`config.mk`:
```
export PLATFORM = sky130hd
export DESIGN_NAME = ltmc_top
export DESIGN_NICKNAME = d
export VERILOG_FILES = /design/src/verilog/ltmc_pkg.sv /design/src/verilog/ltmc_top.sv /design/src/verilog/ltmc_sync.sv
export VERILOG_INCLUDE_DIRS = /design/src /design/src/verilog
export SDC_FILE = /design/constraint.sdc
export NUM_CORES = 1
export LEC_CHECK = 0
export ABC_AREA = 0
export BUFFER_PORTS_ARGS = -buffer_cell sky130_fd_sc_hd__buf_2
export CAP_MARGIN = 20
export CORE_ASPECT_RATIO = 0.8
export CORE_MARGIN = 2
export CORE_UTILIZATION = 30
export CTS_CLUSTER_DIAMETER = 60
export DETAILED_ROUTE_END_ITERATION = 8
export SYNTH_ARGS = -nofsm -noshare
export SYNTH_HDL_FRONTEND = slang
export SYNTH_SLANG_ARGS = --single-unit
```
`constraint.sdc`:
```
create_clock -name core_clk -period 4.3 [get_ports core_clk]
set_clock_uncertainty 0.1 [all_clocks]
set_input_delay 0.86 -clock core_clk [delete_from_list [all_inputs] [get_ports core_clk]]
set_output_delay 0.86 -clock core_clk [all_outputs]
set_load 0.01 [all_outputs]
```
`src/verilog/ltmc_regs.svh`:
```
// register offsets, field positions, reset values and sync depths
`ifndef LTMC_REGS_SVH
`define LTMC_REGS_SVH

// ==========================================================
// register byte offsets
`define LTMC_OFS_CONTROL     12'h000
`define LTMC_OFS_LIMIT       12'h004
`define LTMC_OFS_PERIOD      12'h008
`define LTMC_OFS_COUNT       12'h00c
`define LTMC_OFS_IRQ         12'h010

// ==========================================================
// control register fields
`define LTMC_CTL_RUN         0
`define LTMC_CTL_SRC_INSTR   1
`define LTMC_CTL_PRE_LSB     2
`define LTMC_CTL_PRE_MSB     4
`define LTMC_CTL_POST_LSB    8
`define LTMC_CTL_POST_MSB    11

// ==========================================================
// limit, irq fields
`define LTMC_LIM_MODE_LSB    0
`define LTMC_LIM_MODE_MSB    4
`define LTMC_IRQ_FLAG        0
`define LTMC_IRQ_ENABLE      1

// ==========================================================
// reset values
`define LTMC_RST_PERIOD      8'hff
`define LTMC_RST_COUNT       8'h00
`define LTMC_RST_MODE        5'h00
`define LTMC_RST_PRESCALE    3'h0
`define LTMC_RST_POSTSCALE   4'h0

// ==========================================================
// synchronisation depth in timer ticks
`define LTMC_SYNC_TICKS_OTHER 2
`define LTMC_SYNC_TICKS_INSTR 1

`endif

```
`src/verilog/ltmc_pkg.sv`:
```
// types shared by the limit timer files
package ltmc_pkg;

    // ======================================================
    // start phase of edge-started modes
    typedef enum logic {
        LTMC_WAIT_EDGE,
        LTMC_COUNTING
    } ltmc_phase_t;

    // ======================================================
    // mode field split into group and variant
    typedef struct packed {
        logic [1:0] group;
        logic [2:0] variant;
    } ltmc_mode_t;

endpackage : ltmc_pkg

```
`src/verilog/ltmc_top.sv`:
```
// limit timer start, stop and reset control with apb registers
//
// Decided for this implementation: the placing of the registers and the APB interface to the registers.
`include "ltmc_regs.svh"

module ltmc_top #(
    parameter int COUNT_WIDTH = 8,
    parameter int ADDR_WIDTH  = 12
) (
    // clock, reset, enable
    input  wire logic                   core_clk,
    input  wire logic                   reset_n,
    input  wire logic                   clk_en,
    // apb slave
    input  wire logic                   psel,
    input  wire logic                   penable,
    input  wire logic                   pwrite,
    input  wire logic [ADDR_WIDTH-1:0]  paddr,
    input  wire logic [31:0]            pwdata,
    output logic      [31:0]            prdata,
    output logic                        pready,
    output logic                        pslverr,
    // trigger and debug
    input  wire logic                   external_trigger_input,
    input  wire logic                   debug_freeze,
    // timer outputs
    output logic                        postscaled_period_pulse,
    output logic                        period_irq,
    output logic      [COUNT_WIDTH-1:0] count_value
);

    // ======================================================
    // parameter checks
    if (COUNT_WIDTH < 2 || COUNT_WIDTH > 16) begin : g_chk_width
        $error("ltmc_top: COUNT_WIDTH must lie in 2..16");
    end
    if (ADDR_WIDTH < 5 || ADDR_WIDTH > 32) begin : g_chk_addr
        $error("ltmc_top: ADDR_WIDTH must lie in 5..32");
    end

    // ======================================================
    // state
    typedef struct packed {
        logic                     run;
        logic                     src_instr;
        logic [2:0]               prescale_select;
        logic [3:0]               postscale_select;
        ltmc_pkg::ltmc_mode_t     mode;
        logic [COUNT_WIDTH-1:0]   period_value;
        logic [COUNT_WIDTH-1:0]   count_value;
        logic [7:0]               pre_cnt;
        logic [3:0]               post_cnt;
        logic [1:0]               run_pipe;
        logic [1:0]               trig_pipe;
        logic                     trig_prev;
        ltmc_pkg::ltmc_phase_t    phase;
        logic                     pulse;
        logic                     irq_flag;
        logic                     irq_enable;
        logic                     irq_out;
        logic [31:0]              prdata;
        logic                     pready;
        logic                     pslverr;
    } ltmc_state_t;

    ltmc_state_t st;
    ltmc_state_t next_st;
    logic        trig_sync;

    // ======================================================
    // pin synchroniser
    ltmc_sync #(
        .WIDTH (1)
    ) u_trig_sync (
        .core_clk (core_clk),
        .reset_n  (reset_n),
        .clk_en   (clk_en),
        .async_in (external_trigger_input),
        .sync_out (trig_sync)
    );

    // ======================================================
    // next state
    always_comb begin
        logic [7:0]             pre_limit;
        logic                   tick;
        logic                   run_eff;
        logic                   trig_eff;
        logic                   lvl;
        logic                   rise;
        logic                   fall;
        logic                   edge_mode;
        logic                   one_shot;
        logic                   mono;
        logic                   reserved;
        logic                   go_lvl;
        logic                   hw_rst;
        logic                   start_ev;
        logic                   counting;
        logic                   armed;
        logic                   setup;
        logic                   access;
        logic                   hit;
        logic [11:0]            ofs;
        logic [31:0]            rd_word;
        logic                   flag_set;

        next_st   = st;
        pre_limit = 8'((16'h1 << st.prescale_select) - 16'h1);
        tick      = st.pre_cnt >= pre_limit;
        // instruction clock path is one tick shorter
        run_eff   = st.src_instr ? st.run_pipe[0]
                                 : st.run_pipe[1];
        trig_eff  = st.src_instr ? st.trig_pipe[0]
                                 : st.trig_pipe[1];
        // frozen: level held, so no edges are seen
        lvl       = debug_freeze ? st.trig_prev : trig_eff;
        rise      = lvl & !st.trig_prev;
        fall      = !lvl & st.trig_prev;
        armed     = st.phase == ltmc_pkg::LTMC_COUNTING;
        edge_mode = 1'b0;
        one_shot  = 1'b0;
        mono      = 1'b0;
        reserved  = 1'b0;
        go_lvl    = run_eff;
        hw_rst    = 1'b0;
        start_ev  = 1'b0;
        flag_set  = 1'b0;

        // --------------------------------------------------
        // mode decode: group in the top two bits
        case ({st.mode.group, st.mode.variant})
            5'h00: begin
            end
            5'h01: go_lvl = run_eff & lvl;
            5'h02: go_lvl = run_eff & !lvl;
            5'h03: hw_rst = rise | fall;
            5'h04: hw_rst = rise;
            5'h05: hw_rst = fall;
            5'h06: begin
                hw_rst = !lvl;
                go_lvl = run_eff & lvl;
            end
            5'h07: begin
                hw_rst = lvl;
                go_lvl = run_eff & !lvl;
            end
            5'h08: one_shot = 1'b1;
            5'h09, 5'h0a, 5'h0b: begin
                edge_mode = 1'b1;
                one_shot  = 1'b1;
                start_ev  = (st.mode.variant[0] & rise)
                          | (st.mode.variant[1] & fall);
            end
            5'h0c: begin
                edge_mode = 1'b1;
                one_shot  = 1'b1;
                start_ev  = rise;
                hw_rst    = rise & armed;
            end
            5'h0d: begin
                edge_mode = 1'b1;
                one_shot  = 1'b1;
                start_ev  = fall;
                hw_rst    = fall & armed;
            end
            5'h0e: begin
                edge_mode = 1'b1;
                one_shot  = 1'b1;
                start_ev  = rise;
                hw_rst    = !lvl;
            end
            5'h0f: begin
                edge_mode = 1'b1;
                one_shot  = 1'b1;
                start_ev  = fall;
                hw_rst    = lvl;
            end
            5'h11, 5'h12, 5'h13: begin
                edge_mode = 1'b1;
                mono      = 1'b1;
                start_ev  = (st.mode.variant[0] & rise)
                          | (st.mode.variant[1] & fall);
            end
            5'h16: begin
                one_shot = 1'b1;
                go_lvl   = run_eff & lvl;
                hw_rst   = !lvl;
            end
            5'h17: begin
                one_shot = 1'b1;
                go_lvl   = run_eff & !lvl;
                hw_rst   = lvl;
            end
            default: reserved = 1'b1;
        endcase

        counting = !reserved
                 & (edge_mode ? (run_eff & armed) : go_lvl);

        // --------------------------------------------------
        // timer tick
        if (tick) begin
            next_st.pre_cnt   = 8'h00;
        end else begin
            next_st.pre_cnt   = st.pre_cnt + 8'h01;
        end
        if (tick) begin
            next_st.run_pipe  = {st.run_pipe[0], st.run};
            next_st.trig_pipe = {st.trig_pipe[0], trig_sync};
            next_st.trig_prev = lvl;
            // one tick wide: cleared on the following tick
            next_st.pulse     = 1'b0;
            if (!run_eff) begin
                next_st.phase = ltmc_pkg::LTMC_WAIT_EDGE;
            end else if (edge_mode && !armed && start_ev) begin
                next_st.phase = ltmc_pkg::LTMC_COUNTING;
            end
            if (reserved) begin
                next_st.count_value = st.count_value;
            end else if (hw_rst) begin
                next_st.count_value = '0;
                next_st.post_cnt    = 4'h0;
                next_st.pre_cnt     = 8'h00;
            end else if (counting) begin
                if (st.count_value == st.period_value) begin
                    next_st.count_value = '0;
                    if (st.post_cnt == st.postscale_select) begin
                        next_st.post_cnt = 4'h0;
                        next_st.pulse    = 1'b1;
                        flag_set         = 1'b1;
                    end else begin
                        next_st.post_cnt = st.post_cnt + 4'h1;
                    end
                    if (one_shot) begin
                        next_st.run      = 1'b0;
                        next_st.run_pipe = 2'b00;
                        next_st.phase    = ltmc_pkg::LTMC_WAIT_EDGE;
                    end
                    if (mono) begin
                        next_st.phase    = ltmc_pkg::LTMC_WAIT_EDGE;
                    end
                end else begin
                    next_st.count_value = st.count_value + 1'b1;
                end
            end
        end

        // --------------------------------------------------
        // apb slave: one wait state, answer on second access cycle
        setup  = psel & penable & !st.pready;
        access = psel & penable & st.pready;
        ofs    = 12'(paddr);
        hit    = paddr[1:0] == 2'b00
               && (ofs == `LTMC_OFS_CONTROL || ofs == `LTMC_OFS_LIMIT
               ||  ofs == `LTMC_OFS_PERIOD  || ofs == `LTMC_OFS_COUNT
               ||  ofs == `LTMC_OFS_IRQ)
               && (ADDR_WIDTH <= 12 || (paddr >> 12) == '0);
        rd_word = 32'h0000_0000;
        case (ofs)
            `LTMC_OFS_CONTROL: begin
                rd_word[`LTMC_CTL_RUN]       = st.run;
                rd_word[`LTMC_CTL_SRC_INSTR] = st.src_instr;
                rd_word[`LTMC_CTL_PRE_MSB:`LTMC_CTL_PRE_LSB] =
                    st.prescale_select;
                rd_word[`LTMC_CTL_POST_MSB:`LTMC_CTL_POST_LSB] =
                    st.postscale_select;
            end
            `LTMC_OFS_LIMIT:
                rd_word[`LTMC_LIM_MODE_MSB:`LTMC_LIM_MODE_LSB] = st.mode;
            `LTMC_OFS_PERIOD:
                rd_word[COUNT_WIDTH-1:0] = st.period_value;
            `LTMC_OFS_COUNT:
                rd_word[COUNT_WIDTH-1:0] = st.count_value;
            `LTMC_OFS_IRQ: begin
                rd_word[`LTMC_IRQ_FLAG]   = st.irq_flag;
                rd_word[`LTMC_IRQ_ENABLE] = st.irq_enable;
            end
            default: rd_word = 32'h0000_0000;
        endcase
        next_st.pready  = setup;
        next_st.pslverr = setup & !hit;
        if (setup) begin
            next_st.prdata = (hit && !pwrite) ? rd_word : 32'h0000_0000;
        end

        // writes take effect at the edge that sees pready
        if (access && pwrite && hit) begin
            case (ofs)
                `LTMC_OFS_CONTROL: begin
                    next_st.run       = pwdata[`LTMC_CTL_RUN];
                    next_st.src_instr = pwdata[`LTMC_CTL_SRC_INSTR];
                    next_st.prescale_select =
                        pwdata[`LTMC_CTL_PRE_MSB:`LTMC_CTL_PRE_LSB];
                    next_st.postscale_select =
                        pwdata[`LTMC_CTL_POST_MSB:`LTMC_CTL_POST_LSB];
                    // count itself is kept on a control write
                    next_st.pre_cnt  = 8'h00;
                    next_st.post_cnt = 4'h0;
                end
                `LTMC_OFS_LIMIT:
                    next_st.mode =
                        pwdata[`LTMC_LIM_MODE_MSB:`LTMC_LIM_MODE_LSB];
                `LTMC_OFS_PERIOD:
                    next_st.period_value = pwdata[COUNT_WIDTH-1:0];
                `LTMC_OFS_COUNT: begin
                    next_st.count_value = pwdata[COUNT_WIDTH-1:0];
                    next_st.pre_cnt     = 8'h00;
                    next_st.post_cnt    = 4'h0;
                end
                `LTMC_OFS_IRQ: begin
                    next_st.irq_enable = pwdata[`LTMC_IRQ_ENABLE];
                    if (pwdata[`LTMC_IRQ_FLAG]) begin
                        next_st.irq_flag = 1'b0;
                    end
                end
                default: next_st.mode = st.mode;
            endcase
        end

        // set after clear, so a period event is never lost
        if (flag_set) begin
            next_st.irq_flag = 1'b1;
        end
        next_st.irq_out = next_st.irq_flag & next_st.irq_enable;
    end

    // ======================================================
    // state register
    always_ff @(posedge core_clk) begin
        if (!reset_n) begin
            st                  <= '0;
            st.period_value     <= COUNT_WIDTH'(`LTMC_RST_PERIOD);
            st.count_value      <= COUNT_WIDTH'(`LTMC_RST_COUNT);
            st.mode             <= `LTMC_RST_MODE;
            st.prescale_select  <= `LTMC_RST_PRESCALE;
            st.postscale_select <= `LTMC_RST_POSTSCALE;
            st.phase            <= ltmc_pkg::LTMC_WAIT_EDGE;
        end else if (clk_en) begin
            st <= next_st;
        end
    end

    // ======================================================
    // outputs
    assign prdata                  = st.prdata;
    assign pready                  = st.pready;
    assign pslverr                 = st.pslverr;
    assign postscaled_period_pulse = st.pulse;
    assign period_irq              = st.irq_out;
    assign count_value             = st.count_value;

endmodule : ltmc_top

```
`src/verilog/ltmc_sync.sv`:
```
// two flip-flop level synchroniser for pin inputs
module ltmc_sync #(
    parameter int WIDTH = 1
) (
    // clock and reset
    input  wire logic             core_clk,
    input  wire logic             reset_n,
    input  wire logic             clk_en,
    // data
    input  wire logic [WIDTH-1:0] async_in,
    output logic      [WIDTH-1:0] sync_out
);

    // ======================================================
    // state
    typedef struct packed {
        logic [WIDTH-1:0] stage1;
        logic [WIDTH-1:0] stage2;
    } ltmc_sync_state_t;

    ltmc_sync_state_t st;
    ltmc_sync_state_t next_st;

    if (WIDTH < 1) begin : g_check
        $error("ltmc_sync: WIDTH must be at least 1");
    end

    always_comb begin
        next_st        = st;
        next_st.stage1 = async_in;
        // stage1 is read only by stage2
        next_st.stage2 = st.stage1;
    end

    always_ff @(posedge core_clk) begin
        if (!reset_n) begin
            st <= '0;
        end else if (clk_en) begin
            st <= next_st;
        end
    end

    assign sync_out = st.stage2;

endmodule : ltmc_sync

```
# After elaboration in Yosys (flattened, before gate mapping)
# Cells that the tools add are included.
[word_totals]
ff_bits = 88
input_bits = 52
wordCells = 167
[classes]
n_addsub = 4
n_lt_le_gt_ge = 1
eq_ne = 26
n_shift = 1
mux = 59
n_bitwise = 17
n_reduce_logical = 36
[op_table]
columns = ["op", "count"]
rows = [
  ["8-bit two-way mux", 8],
  ["42-bit two-way mux", 1],
  ["5-bit by 4-bit equality test with 1-bit output (second input constant)", 8],
  ["27-bit two-way mux", 1],
  ["5-bit equality test (second input constant)", 5],
  ["1-bit two-way mux", 25],
  ["12-bit by 4-bit equality test with 1-bit output (second input constant)", 2],
  ["12-bit two-way mux", 2],
  ["21-bit OR reduction", 1],
  ["5-bit by 3-bit equality test with 1-bit output (second input constant)", 4],
  ["10-bit OR reduction", 2],
  ["8-bit by 1-bit adder with 8-bit output (second input constant)", 2],
  ["2-bit two-way mux", 8],
  ["1-bit AND", 15],
  ["3-bit OR reduction", 5],
  ["14-bit two-way mux", 1],
  ["12-bit by 3-bit equality test with 1-bit output (second input constant)", 1],
  ["12-bit by 5-bit equality test with 1-bit output (second input constant)", 1],
  ["12-bit zero test", 1],
  ["4-bit two-way mux", 3],
  ["6-bit two-way mux", 2],
  ["3-bit case mux with 4 select lines", 1],
  ["5-bit by 2-bit equality test with 1-bit output (second input constant)", 2],
  ["2-bit case mux with 5 select lines", 1],
  ["23 further kinds", 42],
]

# Logic depth before layout (Yosys ltp)
[depth]
depth_word = 19
ltp_mapped = 16
ltp_nobuf = 14

# Hierarchy
# A second synthesis with hierarchy kept.
[unflattened]
hier_cells = 562
hier_area_um2 = 4621.9
[by_module_without_submodules]
columns = ["mod", "instances", "cells_per_inst", "area_each_um2", "seq_area_each_um2"]
rows = [
  ["ltmc_top", 1, 556, 4549.4, 1321.3],
  ["ltmc_sync", 1, 6, 72.6, 40.0],
]

# Least setup slack after synthesis
# OpenSTA, ideal clock, no wires.
[synth_timing]
path_kind = "register to register"
from = "register st[81] in the netlist's numbering"
to = "register, netlist name count_value[4]"
setup_time_ps = 117
arrival_ps = 3078
t_required_ps = 4083
slack_ps = 1006
path_stages_with_launch = 17
cell_sequence = "dfxtp_1 -> clkbuf_1 -> or3_1 -> ha_1 -> clkbuf_1 -> nor3_1 -> a21o_1 -> a21oi_1 -> ha_1 -> a21oi_1 -> o21ai_0 -> a41o_1 -> and3_1 -> clkbuf_1 -> o21ai_0 -> a32o_1 -> a22o_1"
[synth_via]
elab_chain_cells = 6
[synth_rtl]
columns = ["item", "line_no", "rtl"]
rows = [
  ["from (decl)", "ltmc_top.sv:66", "ltmc_state_t st;"],
  ["from (signal assigned)", "ltmc_top.sv:340", "st <= next_st;"],
  ["1-bit by 3-bit left shift with 8-bit output *", "ltmc_top.sv:109", "pre_limit = 8'((16'h1 << st.prescale_select) - 16'h1);"],
  ["8-bit by 1-bit subtractor with 8-bit output *", "ltmc_top.sv:109", ""],
  ["8-bit >= comparator *", "ltmc_top.sv:110", "tick = st.pre_cnt >= pre_limit;"],
  ["27-bit two-way mux *", "ltmc_top.sv:208", "if (tick) begin"],
  ["8-bit two-way mux", "ltmc_top.sv:289", "case (ofs)"],
  ["42-bit two-way mux *", "ltmc_top.sv:288", "if (access && pwrite && hit) begin"],
]
# Every way passes the cells marked *; elsewhere a longest branch is shown, timed or not.
# A chain may end at the register's enable or synchronous reset.

# Worst setup path in the final report
[layout_timing]
from = "register st[81] in the netlist's numbering"
to = "register st[46] in the netlist's numbering"
[layout_via]
elab_chain_cells = 6
[layout_rtl]
columns = ["item", "line_no"]
rows = [
  ["1-bit by 3-bit left shift with 8-bit output *", "ltmc_top.sv:109"],
  ["8-bit by 1-bit subtractor with 8-bit output *", "ltmc_top.sv:109"],
  ["8-bit >= comparator *", "ltmc_top.sv:110"],
  ["27-bit two-way mux *", "ltmc_top.sv:208"],
  ["12-bit two-way mux", "ltmc_top.sv:289"],
  ["42-bit two-way mux *", "ltmc_top.sv:288"],
]
# Marked as above.

==> load_flow_metrics.sql <==
INSERT INTO impl_metrics (metric_group, metric, value, unit) VALUES
('status', 'run_status', 'finished, final reports clean', ''),
('critical_path', 'crit_type', 'reg -> reg', ''),
('grt', 'overflow', '0', ''),
('power_and_ir_drop', 'p_sw_share', '24.98', '%'),
('sta', 'period_share', '84.06', '%'),
('yosys', 'syn_avg_cell_area', '8.169', 'sq um'),
('flow_run', 'timing.max_cap.violations', '0', ''),
('sta', 'tightestPinTransition', '702.3', 'ps'),
('placed_design', 'dpl.hpwl', '9011', 'um'),
('sta', 'finalMaxSlewViolations', '0', ''),
('finish', 'n_fill_cell', '1566', ''),
('grt', 'first_pass_grt_wire_length', '19610', 'um'),
('power_and_ir_drop', 'p_sw', '359.3', 'uW'),
('routing', 'ant_nets', '0', ''),
('power_and_ir_drop', 'clockPowerShare', '47.8', '%'),
('placed_design', 'placed_area', '0.004887', 'sq mm'),
('clocking', 'cts_resized', '0', ''),
('grt', 'grt_max_degree', '60', ''),
('sta', 'timing_hold_violations_final', '0', ''),
('critical_path', 'worst_setup_path_end_kind', 'flip-flop', ''),
('routing', 'drt_first_pass_iters', '5', ''),
('finish', 'area_growth', '9.830', '%'),
('yosys', 'synth_seq_area_share', '28.98', '%'),
('floorplanning', 'top_level_ports', '96', ''),
('critical_path', 'cp_max_fo', '10', ''),
('sta', 'rsz0062_at_grt', 'false', ''),
('routing', 'wl', '12190', 'um'),
('sta', 'timing.final.crit_period', '3615', 'ps'),
('critical_path', 'rr_worst_depth', '13', ''),
('power_and_ir_drop', 'internal-power', '1079', 'uW'),
('yosys', 'synth_enable_flop_cells', '0', ''),
('power_and_ir_drop', 'power.ir.vdd_worst', '172.1', 'uV'),
('clocking', 'holdBufCountCts', '0', ''),
('placed_design', 'finalWeightedCongestion', '0.8340', ''),
('yosys', 'ys_async_sr_fraction', '0', '%'),
('routing', 'avg_vias_per_cell', '4.938', ''),
('yosys', 'prevailing_post_synth_register_cell', 'dfxtp_1', ''),
('routing', 'drt_iter0_markers', '361', ''),
('routing', 'detailed_route_drc_error_count', '0', ''),
('finish', 'layout-drive-gt1-share', '16.89', '%'),
('yosys', 'synth-seq-cells', '68', ''),
('clocking', 'tritoncts', 'yes', ''),
('yosys', 'netlist_instances', '575', ''),
('sta', 'number_of_setup_violations_in_the_final_report', '0', ''),
('sta', 'setup-tns-final', '0', 'ps'),
('floorplanning', 'design.core.area', '0.01516', 'sq mm'),
('yosys', 'synthesis.area', '0.004697', 'sq mm'),
('floorplanning', 'num_rows', '40', ''),
('critical_path', 'cp.required', '4430', 'ps'),
('critical_path', 'worst_ep_arrival_time', '3750', 'ps'),
('clocking', 'clk_pin_slew_worst_paths', '60', 'ps'),
('yosys', 'synth_cell_types', '73', ''),
('finish', 'design.final.nets', '659', ''),
('power_and_ir_drop', 'share_comb_of_total_power', '7.7', '%'),
('critical_path', 'timing.reg2reg.setup_slack', '690', 'ps'),
('placed_design', 'place.port_buffers', '55', ''),
('clocking', 'postCtsSetupBuffers', '0', ''),
('floorplanning', 'die-height', '115.9', 'um'),
('clocking', 'max-clock-path-buffers', '2', ''),
('floorplanning', 'area_enclosed_by_the_die_boundary', '0.01668', 'sq mm'),
('floorplanning', 'die_w', '143.9', 'um'),
('sta', 'max_freq', '276.6', 'MHz'),
('finish', 'antenna_cells', '0', ''),
('yosys', 'yosys_warnings', '0', ''),
('grt', 'antenna_found_initial', '0', ''),
('power_and_ir_drop', 'pwr_density_cell', '278.7', 'mW/mm^2'),
('sta', 'maxSlewHeadroom', '53.01', '%'),
('clocking', 'tritoncts_num_sinks', '68', ''),
('clocking', 'cts_root_buffer', 'clkbuf_16', ''),
('routing', 'route.vias.total', '3990', ''),
('critical_path', 'crit_path_start_kind', 'flip-flop', ''),
('clocking', 'cts_inserted_buffers', '9', ''),
('hold_path', 'hold_path_depth', '2', ''),
('grt', 'grtUsageTotal', '15.12', '%'),
('clocking', 'cts.htree.levels', '3', ''),
('grt', 'grt_pass1_vias', '3575', ''),
('floorplanning', 'effective_utilization_at_floorplan', '30.97', '%'),
('power_and_ir_drop', 'seq_power_share', '44.4', '%'),
('finish', 'layout.core_utilization', '34.02', '%'),
('finish', 'finalInstanceArea', '0.005159', 'sq mm'),
('clocking', 'clock_latency_late_sink', '340', 'ps'),
('routing', 'wire_per_inst', '15.09', 'um'),
('hold_path', 'min-delay-path-class', 'reg -> reg', ''),
('power_and_ir_drop', 'static-leakage-power', '0.002026', 'uW');
## power by group through the flow
stage	registers (uW)	clock network [uW]	logic [uW]
after detailed placement	653	0	110
after floorplan	652	0	88.1
after CTS	639	705	111
after global placement	653	0	110
final	639	688	111
after global routing	639	727	122
## placed cells by master, fill, tap and decap left out, drive strengths merged, types with 5 or more instances in the layout
| cell | instances |
|---|---|
| nor3 | 13 |
| a31oi | 12 |
| and3 | 13 |
| nor2 | 23 |
| inv | 17 |
| buf | 59 |
| o21ai | 28 |
| dfxtp | 68 |
| nor4 | 7 |
| ha | 14 |
| xor2 | 13 |
| o22ai | 5 |
| nor2b | 32 |
| clkbuf | 12 |
| nand3b | 5 |
| mux4 | 5 |
| and2 | 12 |
| conb | 21 |
| a21oi | 24 |
| a21boi | 19 |
| mux2i | 23 |
| nor3b | 5 |
| nand3 | 23 |
| nand2 | 71 |
| nand4 | 6 |
| nand2b | 5 |
| a22oi | 8 |
| o211ai | 6 |
## final timing paths
path	end	from
worst min-delay path	st[41]	st[41]
worst min register to register	st[41]	st[41]
worst max-delay path	st[46]	st[81]
worst max register to register	st[46]	st[81]
## worst max-delay path: stages, from the launching register on
cell and delay (ps):
dfxtp_1 380, or3_1 420, ha_1 290, nor3_1 160, a21o_1 100, a21oi_1 70, ha_1 320, a21oi_1 70
o21ai_0 230, a41oi_1 150, nor2_1 620, nand2_1 240, o2111ai_1 250, a21oi_1 90
## stage by stage
stage | instances | hold slack, ps | worst slack, ps | total power, uW
finish | 808 | 367.0 | 685.2 | 1438
global route | 808 | 404.2 | 341.7 | 1488
CTS | 808 | 368.2 | 666.8 | 1454
detailed placement | 792 | 360.5 | 695.3 | 763.2
global placement | 792 | 358.5 | 774.6 | 762.4
floorplan | 594 | 340.3 | 1006 | 739.8
## Yosys cell counts (all sizes together) (3+ instances only)
library cell   n  area share [%]
and2          12             1.6
nand4          6            0.80
dfxtp         68              29
a21oi         24             2.6
and3          13             1.7
mux2i         23             5.2
buf           51             8.0
o211ai         6             1.3
mux4           5             2.5
nor3b          5            0.80
ha            14             3.7
nor2b         32             4.3
clkbuf        20             1.6
nand2         71             5.7
nand3b         5            0.80
a211oi         4            0.96
xnor2          3            0.56
nor2          23             1.9
inv           17             1.4
nand4b         4            0.75
a31oi         12             1.6
o21ai         28             3.2
nor4           7            0.93
a21boi        19             3.0
nand3         23             2.6
or3            4            0.75
a22oi          8             1.3
nor3          13             1.6
o22ai          5            0.67
xor2          13             2.6
nand2b         5            0.67
## state kept, by name, summed over array words and instances, names as in the netlist
name	flops
prdata	12
pslverr	1
u_trig_sync.sync_out	1
u_trig_sync.next_st	1
period_irq	1
postscaled_period_pulse	1
count_value	8
pready	1
st	42
## cell type report
class / count / area (sq um) / area share [%]
clock buffers: 12 / 246.5 / 4.778
clock inverters: 4 / 25.02 / 0.4851
inverters: 17 / 63.81 / 1.237
multi-input cells: 438 / 2894 / 56.10
flip-flops and latches: 68 / 1361 / 26.39
well taps: 210 / 262.8 / 5.093
repair buffers: 59 / 305.3 / 5.918
## cell families (layout without fill, tap and decap cells)
group,count (synthesis),after routing,synth area share [%]
multiplexers,29,29,7.965
XOR/XNOR,16,16,3.143
other,2,21,0.1599
flip-flops,68,68,28.98
buffers and inverters,88,92,10.92
adder cells (fa/ha/maj),14,14,3.729
AND/OR/NAND/NOR,231,231,26.35
AO/OA/AOI/OAI,127,127,18.75
## layer usage
layer	up-vias	global-route usage, %	wire [um]
met1	1879	22.42	6343
met4	0	2.941	92
met3	8	3.802	635
li1	2017	-	-
met5	-	0	0
met2	86	22.16	5119
No activity file was read; power rests on OpenSTA's default activity.
